File: src/common/lrs_pkg.sv
`default_nettype none
package lrs_pkg;

   // ************************************************
   // geometry and register map
   // ************************************************
   localparam int         LRS_LANES     = 2;
   localparam int         LRS_AW        = 8;
   localparam int         LRS_DW        = 32;
   localparam logic [7:0] LRS_ADDR_CFG  = 8'h00;
   localparam logic [7:0] LRS_ADDR_STAT = 8'h04;
   localparam int         LRS_CFG_W     = 17;
   localparam int         LRS_STAT_OK   = 0;
   localparam int         LRS_STAT_INC  = 8;

   // ************************************************
   // event selects and unit masks
   // ************************************************
   localparam logic [7:0] LRS_EV_REQ    = 8'h24;
   localparam logic [7:0] LRS_EV_DATA   = 8'h26;
   localparam logic [7:0] LRS_EV_WRITE  = 8'h27;
   localparam logic [7:0] LRS_EV_WB     = 8'h28;
   localparam logic [7:0] LRS_VM_FULL   = 8'hff;
   localparam logic [7:0] LRS_VM_WB     = 8'h0f;
   localparam logic [7:0] LRS_UM_OWN    = 8'h0c;
   localparam logic [7:0] LRS_UM_CHIT   = 8'h10;
   localparam logic [7:0] LRS_UM_CMISS  = 8'h20;
   localparam logic [7:0] LRS_UM_CALL   = 8'h30;
   localparam logic [7:0] LRS_UM_PHIT   = 8'h40;
   localparam logic [7:0] LRS_UM_PMISS  = 8'h80;
   localparam logic [7:0] LRS_UM_PALL   = 8'hc0;
   localparam logic [7:0] LRS_UM_MISS   = 8'haa;
   localparam logic [7:0] LRS_UM_LO_ALL = 8'h0f;
   localparam logic [7:0] LRS_UM_HI_ALL = 8'hf0;
   localparam logic [7:0] LRS_UM_OHIT   = 8'h0e;
   localparam logic [7:0] LRS_UM_LHIT   = 8'he0;

   // ************************************************
   // request carrier from the cache pipeline
   // ************************************************
   typedef enum logic [3:0] {
      LRS_K_CODE_DEM  = 4'h0,
      LRS_K_CODE_L1PF = 4'h1,
      LRS_K_DATA_DEM  = 4'h2,
      LRS_K_DATA_L1PF = 4'h3,
      LRS_K_PF_CODE   = 4'h4,
      LRS_K_PF_DATA   = 4'h5,
      LRS_K_PF_OWN    = 4'h6,
      LRS_K_STORE_OWN = 4'h7,
      LRS_K_LOCK_OWN  = 4'h8,
      LRS_K_WRITEBACK = 4'h9
   } lrs_kind_t;

   typedef enum logic [1:0] {
      LRS_LINE_I = 2'h0,
      LRS_LINE_S = 2'h1,
      LRS_LINE_E = 2'h2,
      LRS_LINE_M = 2'h3
   } lrs_line_t;

   typedef struct packed {
      logic      vld;
      lrs_kind_t kind;
      lrs_line_t line;
   } lrs_req_t;

   typedef struct packed {
      logic       en;
      logic [7:0] umask;
      logic [7:0] evsel;
   } lrs_cfg_t;

   localparam lrs_cfg_t LRS_CFG_RST = '{en: 1'b0, umask: 8'h00, evsel: 8'h00};

endpackage
`default_nettype wire

File: src/lrs_selector.sv
// Operation
// - select 24H mask 10H counts code fetches hitting second level.
// - select 24H mask 20H counts code fetches missing second level.
// - select 24H mask 30H counts all code fetches.
// - code fetches include first-level code demand misses and code prefetches.
// - select 24H mask 40H counts prefetch hits, code and data.
// - select 24H mask 80H counts prefetch misses, code and data.
// - select 24H mask C0H counts all prefetches.
// - select 24H mask AAH counts every miss except lock ownership and writebacks.
// - select 24H mask FFH counts every request except lock ownership and writebacks.
// - select 24H mask 0CH counts store and prefetch ownership requests, not lock ownership.
// - select 26H masks 01H-08H count demand loads per line state.
// - demand loads include first-level data misses and data prefetches.
// - select 26H masks 10H-80H count prefetch data loads per state.
// - ownership prefetch on Shared line is a miss, prefetch read a hit.
// - select 26H mask F0H counts all prefetch data requests.
// - select 26H mask FFH counts every data request.
// - select 27H masks 01H-08H count store ownership per state.
// - select 27H store hit mask counts S, E, M; all-states counts all.
// - ownership prefetches never count under select 27H.
// - select 27H masks 10H-80H count lock ownership per state.
// - select 27H lock hit mask counts S, E, M; F0H counts all.
// - select 28H masks 01H-08H count writebacks per line state.
`timescale 1ns/1ps
`default_nettype none
module lrs_selector
   import lrs_pkg::*;
(
   // clock and reset
   input  wire logic                     CLK,
   input  wire logic                     ARST_N,
   // register port
   input  wire logic [LRS_AW-1:0]        ADDR,
   input  wire logic [LRS_DW-1:0]        WDATA,
   input  wire logic                     WR,
   input  wire logic                     RD,
   output var  logic [LRS_DW-1:0]        RDATA,
   // cache pipeline requests
   input  wire lrs_req_t [LRS_LANES-1:0] REQ,
   // counter side
   output var  logic [1:0]               COUNT_INC,
   output var  logic                     COUNT_PULSE
);

   // ************************************************
   // decode helpers
   // ************************************************
   function automatic logic line_hit(lrs_req_t r);
      line_hit = (r.line != LRS_LINE_I) &&
                 !(r.kind == LRS_K_PF_OWN && r.line == LRS_LINE_S);
   endfunction

   function automatic logic mask_ok(lrs_cfg_t c);
      logic [7:0] vm;
      vm = 8'h00;
      if (c.evsel == LRS_EV_REQ || c.evsel == LRS_EV_DATA) begin
         vm = LRS_VM_FULL;
      end else if (c.evsel == LRS_EV_WRITE) begin
         vm = LRS_VM_FULL;
      end else if (c.evsel == LRS_EV_WB) begin
         vm = LRS_VM_WB;
      end
      mask_ok = (c.umask != 8'h00) && ((c.umask & ~vm) == 8'h00);
   endfunction

   function automatic logic lane_match(lrs_cfg_t c, lrs_req_t r);
      logic       hit;
      logic       ld;
      logic       own;
      logic       code;
      logic       pf;
      logic       pfd;
      logic [3:0] st;
      logic [7:0] sub;
      hit  = line_hit(r);
      ld   = r.kind == LRS_K_DATA_DEM || r.kind == LRS_K_DATA_L1PF;
      own  = r.kind == LRS_K_STORE_OWN || r.kind == LRS_K_PF_OWN;
      code = r.kind == LRS_K_CODE_DEM || r.kind == LRS_K_CODE_L1PF;
      pfd  = r.kind == LRS_K_PF_DATA || r.kind == LRS_K_PF_OWN;
      pf   = pfd || r.kind == LRS_K_PF_CODE;
      st   = 4'h1 << r.line;
      sub  = 8'h00;
      case (c.evsel)
         LRS_EV_REQ: begin
            sub[0] = ld & hit;
            sub[1] = ld & ~hit;
            sub[2] = own & hit;
            sub[3] = own & ~hit;
            sub[4] = code & hit;
            sub[5] = code & ~hit;
            sub[6] = pf & hit;
            sub[7] = pf & ~hit;
         end
         LRS_EV_DATA: begin
            sub[3:0] = ld ? st : 4'h0;
            sub[7:4] = pfd ? st : 4'h0;
         end
         LRS_EV_WRITE: begin
            sub[3:0] = (r.kind == LRS_K_STORE_OWN) ? st : 4'h0;
            sub[7:4] = (r.kind == LRS_K_LOCK_OWN) ? st : 4'h0;
         end
         LRS_EV_WB: begin
            sub[3:0] = (r.kind == LRS_K_WRITEBACK) ? st : 4'h0;
         end
         default: begin
            sub = 8'h00;
         end
      endcase
      lane_match = r.vld && c.en && mask_ok(c) && |(sub & c.umask);
   endfunction

   // ************************************************
   // configuration register
   // ************************************************
   lrs_cfg_t cfg_reg;

   always_ff @(posedge CLK or negedge ARST_N) begin
      if (!ARST_N) begin
         cfg_reg <= LRS_CFG_RST;
      end else if (WR && ADDR == LRS_ADDR_CFG) begin
         cfg_reg <= lrs_cfg_t'(WDATA[LRS_CFG_W-1:0]);
      end
   end

   // ************************************************
   // per-lane match and increment
   // ************************************************
   logic [LRS_LANES-1:0] match;
   logic [1:0]           inc_next;
   logic [1:0]           inc_reg;
   logic                 pulse_reg;

   genvar g;
   generate
      for (g = 0; g < LRS_LANES; g++) begin : g_lane
         assign match[g] = lane_match(cfg_reg, REQ[g]);
      end
   endgenerate

   always_comb begin
      inc_next = 2'h0;
      for (int i = 0; i < LRS_LANES; i++) begin
         inc_next = inc_next + {1'b0, match[i]};
      end
   end

   always_ff @(posedge CLK or negedge ARST_N) begin
      if (!ARST_N) begin
         inc_reg   <= 2'h0;
         pulse_reg <= 1'b0;
      end else begin
         inc_reg   <= inc_next;
         pulse_reg <= |match;
      end
   end

   assign COUNT_INC   = inc_reg;
   assign COUNT_PULSE = pulse_reg;

   // ************************************************
   // register read
   // ************************************************
   logic [LRS_DW-1:0] rdata_reg;

   always_ff @(posedge CLK or negedge ARST_N) begin
      if (!ARST_N) begin
         rdata_reg <= '0;
      end else if (RD) begin
         if (ADDR == LRS_ADDR_CFG) begin
            rdata_reg <= {{(LRS_DW-LRS_CFG_W){1'b0}}, cfg_reg};
         end else if (ADDR == LRS_ADDR_STAT) begin
            rdata_reg <= '0;
            rdata_reg[LRS_STAT_OK] <= mask_ok(cfg_reg);
            rdata_reg[LRS_STAT_INC +: 2] <= inc_reg;
         end else begin
            rdata_reg <= '0;
         end
      end else begin
         rdata_reg <= '0;
      end
   end

   assign RDATA = rdata_reg;

   // ************************************************
   // checks
   // ************************************************
   lrs_req_t r0;
   lrs_req_t r1;
   logic     hit0;
   logic     quiet1;
   logic     on;
   logic [7:0] ev;
   logic [7:0] um;

   assign r0     = REQ[0];
   assign r1     = REQ[1];
   assign hit0   = r0.line != LRS_LINE_I;
   assign quiet1 = !r1.vld;
   assign on     = cfg_reg.en;
   assign ev     = cfg_reg.evsel;
   assign um     = cfg_reg.umask;
endmodule // lrs_selector
`default_nettype wire

File: config.mk
export PLATFORM = sky130hd
export DESIGN_NAME = lrs_selector
export DESIGN_NICKNAME = d
export VERILOG_FILES = /design/src/common/lrs_pkg.sv /design/src/lrs_selector.sv
export SDC_FILE = /design/constraint.sdc
export NUM_CORES = 1
export LEC_CHECK = 0
export ABC_AREA = 1
export BUFFER_PORTS_ARGS = -buffer_cell sky130_fd_sc_hd__buf_2
export CAP_MARGIN = 0
export CORE_MARGIN = 2
export CORE_UTILIZATION = 43
export CTS_CLUSTER_SIZE = 10
export DETAILED_ROUTE_END_ITERATION = 10
export HOLD_SLACK_MARGIN = 0.06
export PLACE_DENSITY = 0.76
export SYNTH_ARGS = -nofsm -noshare
export SYNTH_HDL_FRONTEND = slang
export SYNTH_SLANG_ARGS = --single-unit
File: constraint.sdc
create_clock -name CLK -period 1.71 [get_ports CLK]
set_clock_uncertainty 0.15 [all_clocks]
set_input_delay 0.342 -clock CLK [delete_from_list [all_inputs] [get_ports CLK]]
set_output_delay 0.342 -clock CLK [all_outputs]
set_load 0.01 [all_outputs]
Yosys cells after proc, flatten, opt, wreduce, memory -nomap -nowiden:

Cells that the tools add are included.

* $add $sub $neg: 1
* eq/ne operators: 25
* shifts and indexed selects: 2
* muxes and demuxes: 23
* bitwise logic cells: 24
* reductions and logical operators: 37

Operators by type and width (count)
* two-way mux 4 bit: 11
* two-way mux 8 bit: 5
* bitwise AND 8 bit: 4
* == test 4 x 3 -> 1 bit, second input constant: 8
* == test 8 x 6 -> 1 bit, second input constant: 4
* two-way mux 32 bit: 1
* one-hot mux 4 bit (4 select lines): 2
* zero test 8 bit: 3
* one-hot mux 4 bit (3 select lines): 2
* two-way mux 17 bit: 1
* bitwise AND 1 bit: 16
* == test 4 x 2 -> 1 bit, second input constant: 4
* == test 4 bit, second input constant: 4
* inverter 8 bit: 2
* OR reduction 8 bit: 2
* logical AND 1 bit: 13
* logical OR 1 bit: 11
* two-way mux 10 bit: 1
* == test 4 x 1 -> 1 bit, second input constant: 2
* == test 8 x 3 -> 1 bit, second input constant: 1
* zero test 4 bit: 2
* nonzero test 8 bit: 1
* left shift 1 x 2 -> 4 bit, first input constant: 2
* == test 2 x 1 -> 1 bit, second input constant: 2
* other kinds (5): 8

* register bits: 52
* bits of input ports: 58
* logic and storage cells: 118

Logic depth before layout (Yosys ltp):

Gate-level depths: netlist (run 1).

* depth after elaboration: 14
* mapped depth: 13
* gate-level depth less buffers: 13

Worst setup path after synthesis (run 1):

OpenSTA, ideal clock, no wires.

* kind: flip-flop to flip-flop
* from: register cfg_reg (netlist bit ev[4])
* to: register inc_reg[0], in the netlist COUNT_INC[0]
* data arrival time: 1.465 ns
* data required time: 1.434 ns
* path slack: -0.031 ns
* cell stages (with the launch flop): 13
* cell sequence: dfrtp_1 -> inv_2 -> nand2_2 -> nor2_4 -> buf_6 -> nand2_2 -> o21ai_2 -> nand2_1 -> nor2_2 -> nand2_1 -> inv_1 -> nand2_1 -> ha_1

* cells in the longest elaborated chain, start to end: 11

RTL lines
* from (decl): RTL line lrs_selector.sv:115 `lrs_cfg_t cfg_reg;`
* from (signal assigned): RTL line lrs_selector.sv:121 `cfg_reg <= lrs_cfg_t'(WDATA[LRS_CFG_W-1:0]);`
* == test 8 x 6 -> 1 bit: RTL line lrs_selector.sv:60, lrs_selector.sv:83
* two-way mux 4 bit: RTL line lrs_selector.sv:60 `end else if (c.evsel == LRS_EV_WB) begin`
* two-way mux 8 bit: RTL line lrs_selector.sv:58 `end else if (c.evsel == LRS_EV_WRITE) begin`
* two-way mux 8 bit: RTL line lrs_selector.sv:56 `if (c.evsel == LRS_EV_REQ || c.evsel == LRS_EV_DATA) begin`
* inverter 8 bit: RTL line lrs_selector.sv:63 `mask_ok = (c.umask != 8'h00) && ((c.umask & ~vm) == 8'h00);`
* bitwise AND 8 bit: RTL line lrs_selector.sv:63
* zero test 8 bit: RTL line lrs_selector.sv:63
* logical AND 1 bit: RTL line lrs_selector.sv:63
* logical AND 1 bit (2 in a row): RTL line lrs_selector.sv:109 `lane_match = r.vld && c.en && mask_ok(c) && |(sub & c.umask);`
* adder 1 x 1 -> 2 bit *: RTL line lrs_selector.sv:143 `inc_next = inc_next + {1'b0, match[i]};`
* net inc_next[0]: RTL line lrs_selector.sv:129 `logic [1:0] inc_next;`
* to (signal assigned): RTL line lrs_selector.sv:152 `inc_reg <= inc_next;`
* to (decl): RTL line lrs_selector.sv:130 `logic [1:0] inc_reg;`

The timed path passes the listed nets; every way through them passes the cells marked *.
A chain may end at the register's enable or synchronous reset.

Final worst setup path (run 1):

Ends and elaborated chain as after synthesis.

==> results of run 1 <==
==> cell families after synthesis <==
kind of cell	after synthesis
other	1
AO/OA/AOI/OAI	36
adder cells (fa/ha/maj)	2
AND/OR/NAND/NOR	161
buffers and inverters	60
flip-flops	37
==> through the flow <==
step	setup TNS, ns	utilization	hold WS, ns
after CTS	-0.379	0.622	0.145
after detailed placement	-0.496	0.596	0.165
after floorplan	-0.0310	-	-0.104
after global placement	-0.355	0.596	0.152
after global routing	-0.820	0.626	0.159
final	-0.448	0.626	0.148
==> power groups by stage <==
stage | combinational (uW) | sequential, uW | clock, uW
after floorplan | 142 | 919 | 0
after global placement | 275 | 920 | 0
after detailed placement | 279 | 921 | 0
after CTS | 283 | 904 | 593
after global routing | 319 | 905 | 640
final | 285 | 904 | 582
==> what timing repair did <==
item	4_1_cts	5_1_grt
gates cloned	0	0
setup endpoints to repair	3	3
hold buffers	1	0
buffers inserted	2	1
pin swaps	3	12
gates resized for setup	5	3
endpoints found under the hold margin	19	0
==> worst max-delay path: cells and delay by family (launching register included) <==
family,cells,cell delay [ns]
DFF,1,0.37
buffers and inverters,2,0.11
AOI/OAI and AO/OA,2,0.31
and+or+nand+nor,6,0.56
adders and majority gates,1,0.28
==> sequential cells by signal, indices dropped and copies added (netlist names) <==
signal and flops:
RDATA 17, COUNT_PULSE 1, COUNT_INC 2, ev 8, um 8, on 1
==> worst min-delay path by stage <==
stage / startpoint / cells past startpoint / to / slack [ns]
final: WDATA[12] / 3 / um[4] / 0.15
after global routing: WDATA[12] / 3 / um[4] / 0.16
after CTS: WDATA[12] / 3 / um[4] / 0.15
after detailed placement: ARST_N / 1 / RDATA[5] / 0.16
after global placement: ARST_N / 1 / RDATA[4] / 0.15
after floorplan: ARST_N / 0 / COUNT_INC[0] / -0.10
==> synthesized netlist by cell type <==
library cell / n
nand2_1: 50
nor2_1: 49
dfrtp_1: 37
inv_1: 37
nand3_1: 35
a21oi_1: 19
buf_4: 15
o21ai_0: 7
nand4_1: 6
nand2_2: 5
nor2_2: 5
nor3_1: 4
o22ai_1: 4
buf_2: 3
inv_2: 3
a21oi_2: 2
ha_1: 2
nand3_2: 2
o21bai_1: 2
and2_1: 1
and3_2: 1
buf_6: 1
clkbuf_1: 1
conb_1: 1
nor2_4: 1
nor4_1: 1
o211ai_1: 1
o21ai_2: 1
or2_1: 1
==> routing by layer <==
metal,GRT usage,vias to the layer above
met5,0,-
met4,0.0682,0
li1,-,1152
met1,0.262,984
met2,0.333,67
met3,0.0388,8
==> area by class of cell <==
class,count,area share
Clock buffer,6,0.0242
Clock inverter,2,0.00334
Inverter,40,0.0501
Tap cell,67,0.0280
Timing Repair Buffer,114,0.243
Multi-Input combinational cell,214,0.342
Sequential cell,37,0.309
==> metrics.txt, run 1 <==
DRT iter0 DRCs 69; slew at the pin closest to its max-slew limit 0.489 ns; core area 0.00479 mm2; final setup vio count 3; Yosys Warn Count 0; GPL Wtd Cong 0.855; Critical Path End Type flip-flop; xor and xnor fraction of the mapped netlist area 0; Net Sw Frac 0.264; Hold WC Path Type in -> reg; Worst setup SP type flip-flop; Clk pwr share 0.329; vias per cell 4.61; Max VDD drop 0.000585 V; FMAX 526 MHz; Register-to-Register Path Depth 11; MaxCap Viol Count 0; R2R Path Start ev[4]; Initial Utilization 0.455; DP HPWL 4180 um; Worst-Skew Late Latency 0.29 ns; drt drc 0; Max Used Layer met4; die extent in y 75.1 um; #FFs+latches synth 37; grt total ovfl 0; post-synthesis compound-gate area fraction 0.0937; routed wl met2 2630 um; # H-tree levels 2; RSZ-0062 raised after global routing yes; Sink Count 37; post-route cell area 0.00299 mm2; Switching Power 467 uW; CTS Buf Count 5; GRT Resource Usage Total 0.200; worst-path fanout max 3; share of cells above drive strength 1 0.351; total power draw 1770 uW; routed wire length 5360 um; register area share after synthesis 0.426; Routed Antenna Nets 0; Site Rows 25; vias in the first global route 1942; routed wl met3 319 um; top cell type's share of synthesized area 0.426; commonest non-fill, non-tap cell in the layout buf_2; final period utilization 1.11; Distinct cells, synth 29; most frequent cells in the layout buf_2 (62), nand2_1 (50), nor2_1 (48), buf_4 (47), dfrtp_1 (37); initial antenna violation count 0; first-pass GRT wire length 8510 um; Clock Tree Root clkbuf_8; worst setup path end COUNT_INC[0]; Synth Cell Area 0.00218 mm2; Syn Inst Count 297; TritonCTS clock tree yes; Tmin final 1.90 ns; I/O Buffers 62; Multi-input gate area 0.00102 mm2; Filler Cell Count 451; worst path cell trace inv_2 > nand2_2 > nor2_4 > o211ai_1 > o21ai_2 > nand2_1 > nor2_2 > nand2_1 > inv_1 > nand2_1 > ha_1; slowest CP cell dfrtp_1; pin count of the biggest net entering global routing 35; pwr dens 591 mW/mm2; Worst-path clk slew 0.07 ns; Worst R2R Setup Slack -0.19 ns; total number of vias 2211; I/O pins 93; DP Cell Count 468; clk buf depth 2; top cells by area, synth dfrtp_1 (43%), nand2_1 (8.6%), nor2_1 (8.5%); Req. time, crit path 1.73 ns; Die Width 75.1 um; final hold vios 0; Critical Path Start ev[4]; register share of total power 0.511; crit path kind reg -> reg; Final Instance Count excl. Fillers 480; diodes inserted 0; WL/cell 11.2 um; area of the die 0.00565 mm2; multiplexer share of the synthesized area 0; met1 wire length 2340 um; dpl ws -0.216 ns; area post-placement 0.00285 mm2; Arrival @ worst endpoint 1.92 ns; post-synth top area cell dfrtp_1; fin. max-slew vios 0; Internal Power 1300 uW; cell mode on critical path nand2_1; Sequential cell area 926 um2; Simple-Gate Fraction of Synth Area 0.333; Leakage 0.00176 uW; outcome finished with violations; synthesized area per cell 7.33 um2; nets 472; Rel. slew slack 0.671; drt pass-1 iters 4; Area Overhead vs Synth 37.6%; Comb pwr share 0.161; violated checks setup timing; largest family of logic cells by synthesized area simple AND/OR/NAND/NOR gates; R2R Path End COUNT_INC[0]; worst setup margin -0.192 ns; adder-cell share of the synthesized area 0.0115; CP peak stage delay 0.37 ns
(Power assumes the default switching activity.)
==> inputs of run 2 (changes only) <==
- SETUP_SLACK_MARGIN: default -> 0.15
==> metrics.txt, run 2 (same netlist as run 1, synthesis figures left out) <==
Hold Crit Depth 3 (unchanged); TritonCTS clock tree yes; grt total ovfl 0 (unchanged); RSZ-0062 raised after global routing yes; first-pass GRT wire length 9430 um (+11%); DP Cell Count 475 (+1.5%); Final Instance Count excl. Fillers 491 (+2.3%); cell mode on critical path nand2_1; Routed Antenna Nets 0 (unchanged); fin. max-slew vios 0 (unchanged); # H-tree levels 2 (unchanged); initial antenna violation count 0 (unchanged); worst setup margin -0.182 ns (+0.0101 ns); die extent in y 75.1 um (unchanged); commonest non-fill, non-tap cell in the layout buf_2; I/O Buffers 62 (unchanged); vias in the first global route 2222 (+14%); nets 483 (+2.3%); worst path cell trace inv_2 > nand2_2 > nor2_4 > buf_12 > and2_1 > nand3_1 > nand2_1 > nand2_1 > nand2_1 > nor2_2 > nand2_1 > nand2_2 > ha_4; Tmin final 1.89 ns (-0.0101 ns); crit path kind reg -> reg; violated checks setup timing; Max VDD drop 0.000549 V (-6.1%); final hold slack 0.143 ns (-0.00488 ns); hold path start WDATA[14]; GRT Resource Usage Total 0.221 (+0.0207); CTS Buf Count 5 (unchanged); Rel. slew slack 0.622 (-0.0487); WL/cell 11.7 um (+4.5%); worst-path fanout max 6 (+3); Worst setup SP type flip-flop; pwr dens 630 mW/mm2 (+6.6%); Critical Path Start ev[4]; clk buf depth 2 (unchanged); FMAX 529 MHz (+0.53%); most frequent cells in the layout buf_2 (62), buf_4 (56), nor2_1 (47), nand2_1 (47), dfrtp_1 (37); pin count of the biggest net entering global routing 38 (+8.6%); slew at the pin closest to its max-slew limit 0.562 ns (+0.0723 ns); Worst-Skew Late Latency 0.29 ns (about the same); Sink Count 37 (unchanged); DP HPWL 4290 um (+2.6%); max reg flops 17 (unchanged); Site Rows 25 (unchanged); diodes inserted 0 (unchanged); Hold WC Path Type in -> reg; Initial Utilization 0.455 (unchanged); CP peak stage delay 0.38 ns (about the same); area post-placement 0.00291 mm2 (+1.9%); MaxCap Viol Count 0 (unchanged); Register-to-Register Path Depth 13 (+2); total number of vias 2292 (+3.7%); Filler Cell Count 426 (-5.5%); Die Width 75.1 um (unchanged); share of cells above drive strength 1 0.382 (+0.0310); DRT iter0 DRCs 99 (+43%); Req. time, crit path 1.74 ns (about the same); post-route cell area 0.00315 mm2 (+5.3%); WP buf/inv 2 (unchanged); Arrival @ worst endpoint 1.92 ns (about the same); vias per cell 4.67 (+1.3%); R2R Path Start ev[4]; drt drc 0 (unchanged); outcome finished with violations; drt pass-1 iters 7 (+3); final period utilization 1.11 (-0.00590); kind of cell adding the most delay to the critical path simple AND/OR/NAND/NOR gates; core area 0.00479 mm2 (unchanged); GPL Wtd Cong 0.860 (+0.60%); Worst-path clk slew 0.07 ns (about the same); Area Overhead vs Synth 44.9%; Worst R2R Setup Slack -0.18 ns (about the same); Critical Path End Type flip-flop; final hold vios 0 (unchanged); Clock Tree Root clkbuf_8; area of the die 0.00565 mm2 (unchanged); routed wire length 5720 um (+6.9%); final setup vio count 4 (+1); slowest CP cell dfrtp_1; I/O pins 93 (unchanged); Leakage 0.00183 uW (+3.5%); WP depth 13 (+2)
==> run 2: changes by cell type in the layout (fill, tap and decap cells not counted), moves of 2 or more <==
cell / previous run / this run
buf_4: 47 / 56
nand2_1: 50 / 47
nand2_2: 5 / 8
clkinv_2: 2 / 0
==> run 2: timing repair <==
item                                   CTS  global route
endpoints found under the hold margin   37             0
pin swaps                               11             3
buffers inserted                         6             1
setup endpoints to repair                4             4
hold buffers                             1             0
resized for setup                       14             2
==> run 2: final timing paths <==
kind	end
max in group asynchronous	RDATA[7]
min in group asynchronous	RDATA[2]
hold reg to reg	RDATA[8]
setup reg to reg	COUNT_INC[0]
setup / recovery	COUNT_INC[0]
hold / removal	um[6]
==> run 2: where the power goes <==
group | switching, uW | internal (uW) | total [uW]
registers | 9.78 | 894 | 904
logic | 164 | 135 | 299
clock network | 311 | 474 | 785
==> run 2: through the flow <==
step                utilization  total power (uW)  setup TNS, ns  worst slack, ns
floorplan                     -              1060       -0.00996         -0.00996
global placement          0.608              1200         -0.385           -0.177
detailed placement        0.608              1210         -0.574           -0.240
CTS                       0.656              2000         -0.555           -0.190
global route              0.659              2070          -1.12           -0.327
finish                    0.659              1990         -0.534           -0.182
==> run 2: area by class of cell <==
class                           count  area, um2  share of cell area
Multi-Input combinational cell    214       1050               0.332
Timing Repair Buffer              125        826               0.262
Sequential cell                    37        926               0.294
Inverter                           40        150              0.0476
Clock buffer                        6       82.6              0.0262
Tap cell                           67       83.8              0.0266
Clock inverter                      2       37.5              0.0119
==> run 2: worst register-to-register path: stages, from the launching register on <==
cell	delay (ns)
dfrtp_1	0.38
inv_2	0.06
nand2_2	0.05
nor2_4	0.16
buf_12	0.13
and2_1	0.16
nand3_1	0.07
nand2_1	0.08
nand2_1	0.05
nand2_1	0.07
nor2_2	0.05
nand2_1	0.07
nand2_2	0.07
ha_4	0.24
==> run 2: per-layer routing <==
layer	global-route usage	up-vias	share of wire
li1	-	1172	-
met1	0.266	1044	0.42
met2	0.395	66	0.50
met3	0.0388	10	0.057
met4	0.0819	0	0.017
met5	0	-	0
==> inputs of run 3 (changes only) <==
- ABC_AREA: 1 -> default
==> metrics.txt, run 3 <==
top cell type's share of synthesized area 0.421 (-0.00484); Hold Crit Depth 2 (-1); core area 0.00501 mm2 (+4.7%); Max VDD drop 0.000412 V (-25%); Initial Utilization 0.439 (-0.0153); Req. time, crit path 1.80 ns (+0.06 ns); Site Rows 26 (+4.0%); drt drc 0 (unchanged); top_reg_cell synth dfrtp_1; Sink Count 37 (unchanged); final period utilization 1.34 (+0.230); Area Overhead vs Synth 51.8%; area of the die 0.00571 mm2 (+1.1%); initial antenna violation count 0 (unchanged); top cells by count, synth dfrtp_1 (37), nand2_1 (18), buf_4 (16); first-pass GRT wire length 10100 um (+7.3%); most frequent cells in the layout buf_2 (61), buf_4 (53), dfrtp_1 (35), mux2_4 (16), conb_1 (15); Syn Inst Count 187 (-37%); register area share after synthesis 0.421 (-0.00484); grt total ovfl 0 (unchanged); total number of vias 2025 (-12%); Worst-Skew Late Latency 0.29 ns (about the same); dpl ws -0.570 ns (-0.331 ns); final hold slack 0.123 ns (-0.0195 ns); die extent in y 75.5 um (+0.54%); vias per cell 5.26 (+13%); worst-path fanout max 3 (-3); vias in the first global route 2143 (-3.6%); routed wire length 6620 um (+16%); nets 374 (-23%); Routed Antenna Nets 0 (unchanged); Distinct cells, synth 49 (+69%); MaxCap Viol Count 0 (unchanged); final setup vio count 21 (+17); crit path kind reg -> reg; pwr dens 566 mW/mm2 (-10%); Yosys Warn Count 0 (unchanged); I/O Buffers 62 (unchanged); CTS Buf Count 5 (unchanged); Die Width 75.5 um (+0.54%); Critical Path End Type flip-flop; R2R Path End COUNT_INC[0]; final hold vios 0 (unchanged); commonest non-fill, non-tap cell in the layout buf_2; clk buf depth 2 (unchanged); most common cell in the netlist dfrtp_1; worst setup margin -0.576 ns (-0.394 ns); RSZ-0062 raised after global routing yes; synthesized area per cell 11.8 um2 (+61%); I/O pins 93 (unchanged); Sequential cell area 928 um2 (+0.27%); post-synth top area cell dfrtp_1; drt pass-1 iters 4 (-3); GPL Wtd Cong 0.908 (+5.6%); Hold WC Path Type in -> reg; Arrival @ worst endpoint 2.37 ns (+0.45 ns); R2R Path Start ev[6]; Worst R2R Setup Slack -0.58 ns (-0.39 ns); fin. max-slew vios 0 (unchanged); TritonCTS clock tree yes; Worst-path clk slew 0.08 ns (about the same); # H-tree levels 2 (unchanged); violated checks setup timing; fin util 0.667 (+0.00801); EDFF count, synth 0 (unchanged); Worst setup SP type flip-flop; Tmin final 2.29 ns (+0.394 ns); outcome finished with violations; FMAX 437 MHz (-17%); DRT iter0 DRCs 156 (+58%); WL/cell 17.2 um (+48%); Critical Path Start ev[6]; diodes inserted 0 (unchanged); Multi-input gate area 0.00132 mm2 (+26%); asr flop ratio synth 1.00 (unchanged); #FFs+latches synth 37 (unchanged); worst setup path end COUNT_INC[0]; Register-to-Register Path Depth 5 (-8); Synth Cell Area 0.00220 mm2 (+1.2%); max reg flops 17 (unchanged); share of cells above drive strength 1 0.597 (+0.215); total power draw 1890 uW (-4.9%); top cells by area, synth dfrtp_1 (42%), buf_4 (5.5%), mux2_4 (5.5%); Filler Cell Count 374 (-12%); pin count of the biggest net entering global routing 18 (-53%); Clock Tree Root clkbuf_8; GRT Resource Usage Total 0.239 (+0.0183); DP HPWL 4260 um (-0.62%); Leakage 0.00164 uW (-10%)
[run 3: cell count changes after synthesis, sizes merged, moves of 16 or more]
cell / delta
mux2: +16
nor2: -50
nand3: -27
nand2: -37
inv: -35
a21oi: -18
[run 3: how the worst min path moves through the flow]
stage | startpoint | endpoint | slack, ns
after global placement | ARST_N | ev[4] | 0.04
after global routing | WDATA[13] | um[5] | 0.13
after floorplan | ARST_N | COUNT_INC[0] | -0.10
after detailed placement | ARST_N | ev[4] | 0.04
after CTS | WDATA[15] | um[7] | 0.13
final | WDATA[15] | um[7] | 0.12
[run 3: what timing repair did]
item,in CTS,in global routing
setup endpoints to repair,35,37
hold endpoints to repair,37,0
pin swaps,16,11
setup buffers,11,0
gates resized for setup,16,25
hold buffers,1,0
cloned,4,0
[run 3: critical path, stage by stage (launching register included)]
cell and delay [ns]:
dfrtp_1 0.40, or4b_4 0.59, nor4b_4 0.32, o41ai_2 0.17
a311o_1 0.30, ha_2 0.31
[run 3: cells by family (layout without fill, tap and decap cells)]
| logic type | count (synthesis) | in the layout | synth area share |
|---|---|---|---|
| compound gates | 17 | 17 | 0.0739 |
| xor+xnor | 2 | 2 | 0.00796 |
| fa+ha+maj | 2 | 2 | 0.0114 |
| buf+inv | 25 | 138 | 0.0813 |
| flops | 37 | 37 | 0.421 |
| mux | 31 | 31 | 0.186 |
| other cells | 1 | 15 | 0.00170 |
| simple gates | 72 | 73 | 0.217 |
[run 3: where the power goes]
part	internal, uW	leakage [uW]	switching [uW]
sequential	895	0.000507	30.5
combinational	189	0.00110	169
clock	287	0.0000374	320
[run 3: through the flow]
step                      cells  cell area [um2]  TNS, ns
after floorplan             201             2300    -6.30
final                       385             3340    -5.22
after detailed placement    361             2900   -12.99
after global placement      361             2900   -12.19
after CTS                   385             3230    -4.97
after global routing        385             3340    -7.08
[run 3: area by class of cell]
cell class	count	share of cell area
multi-input cells	140	0.396
clock inverters	2	0.00449
repair buffers	125	0.268
clock buffers	6	0.0217
flip-flops and latches	37	0.278
inverters	5	0.00562
well taps	70	0.0262
[run 3: per-layer routing]
metal | share of wire | track usage | up-vias
met5 | 0 | 0 | -
met4 | 0.026 | 0.105 | 0
met3 | 0.071 | 0.0476 | 18
met2 | 0.53 | 0.441 | 110
met1 | 0.37 | 0.265 | 994
li1 | - | - | 903
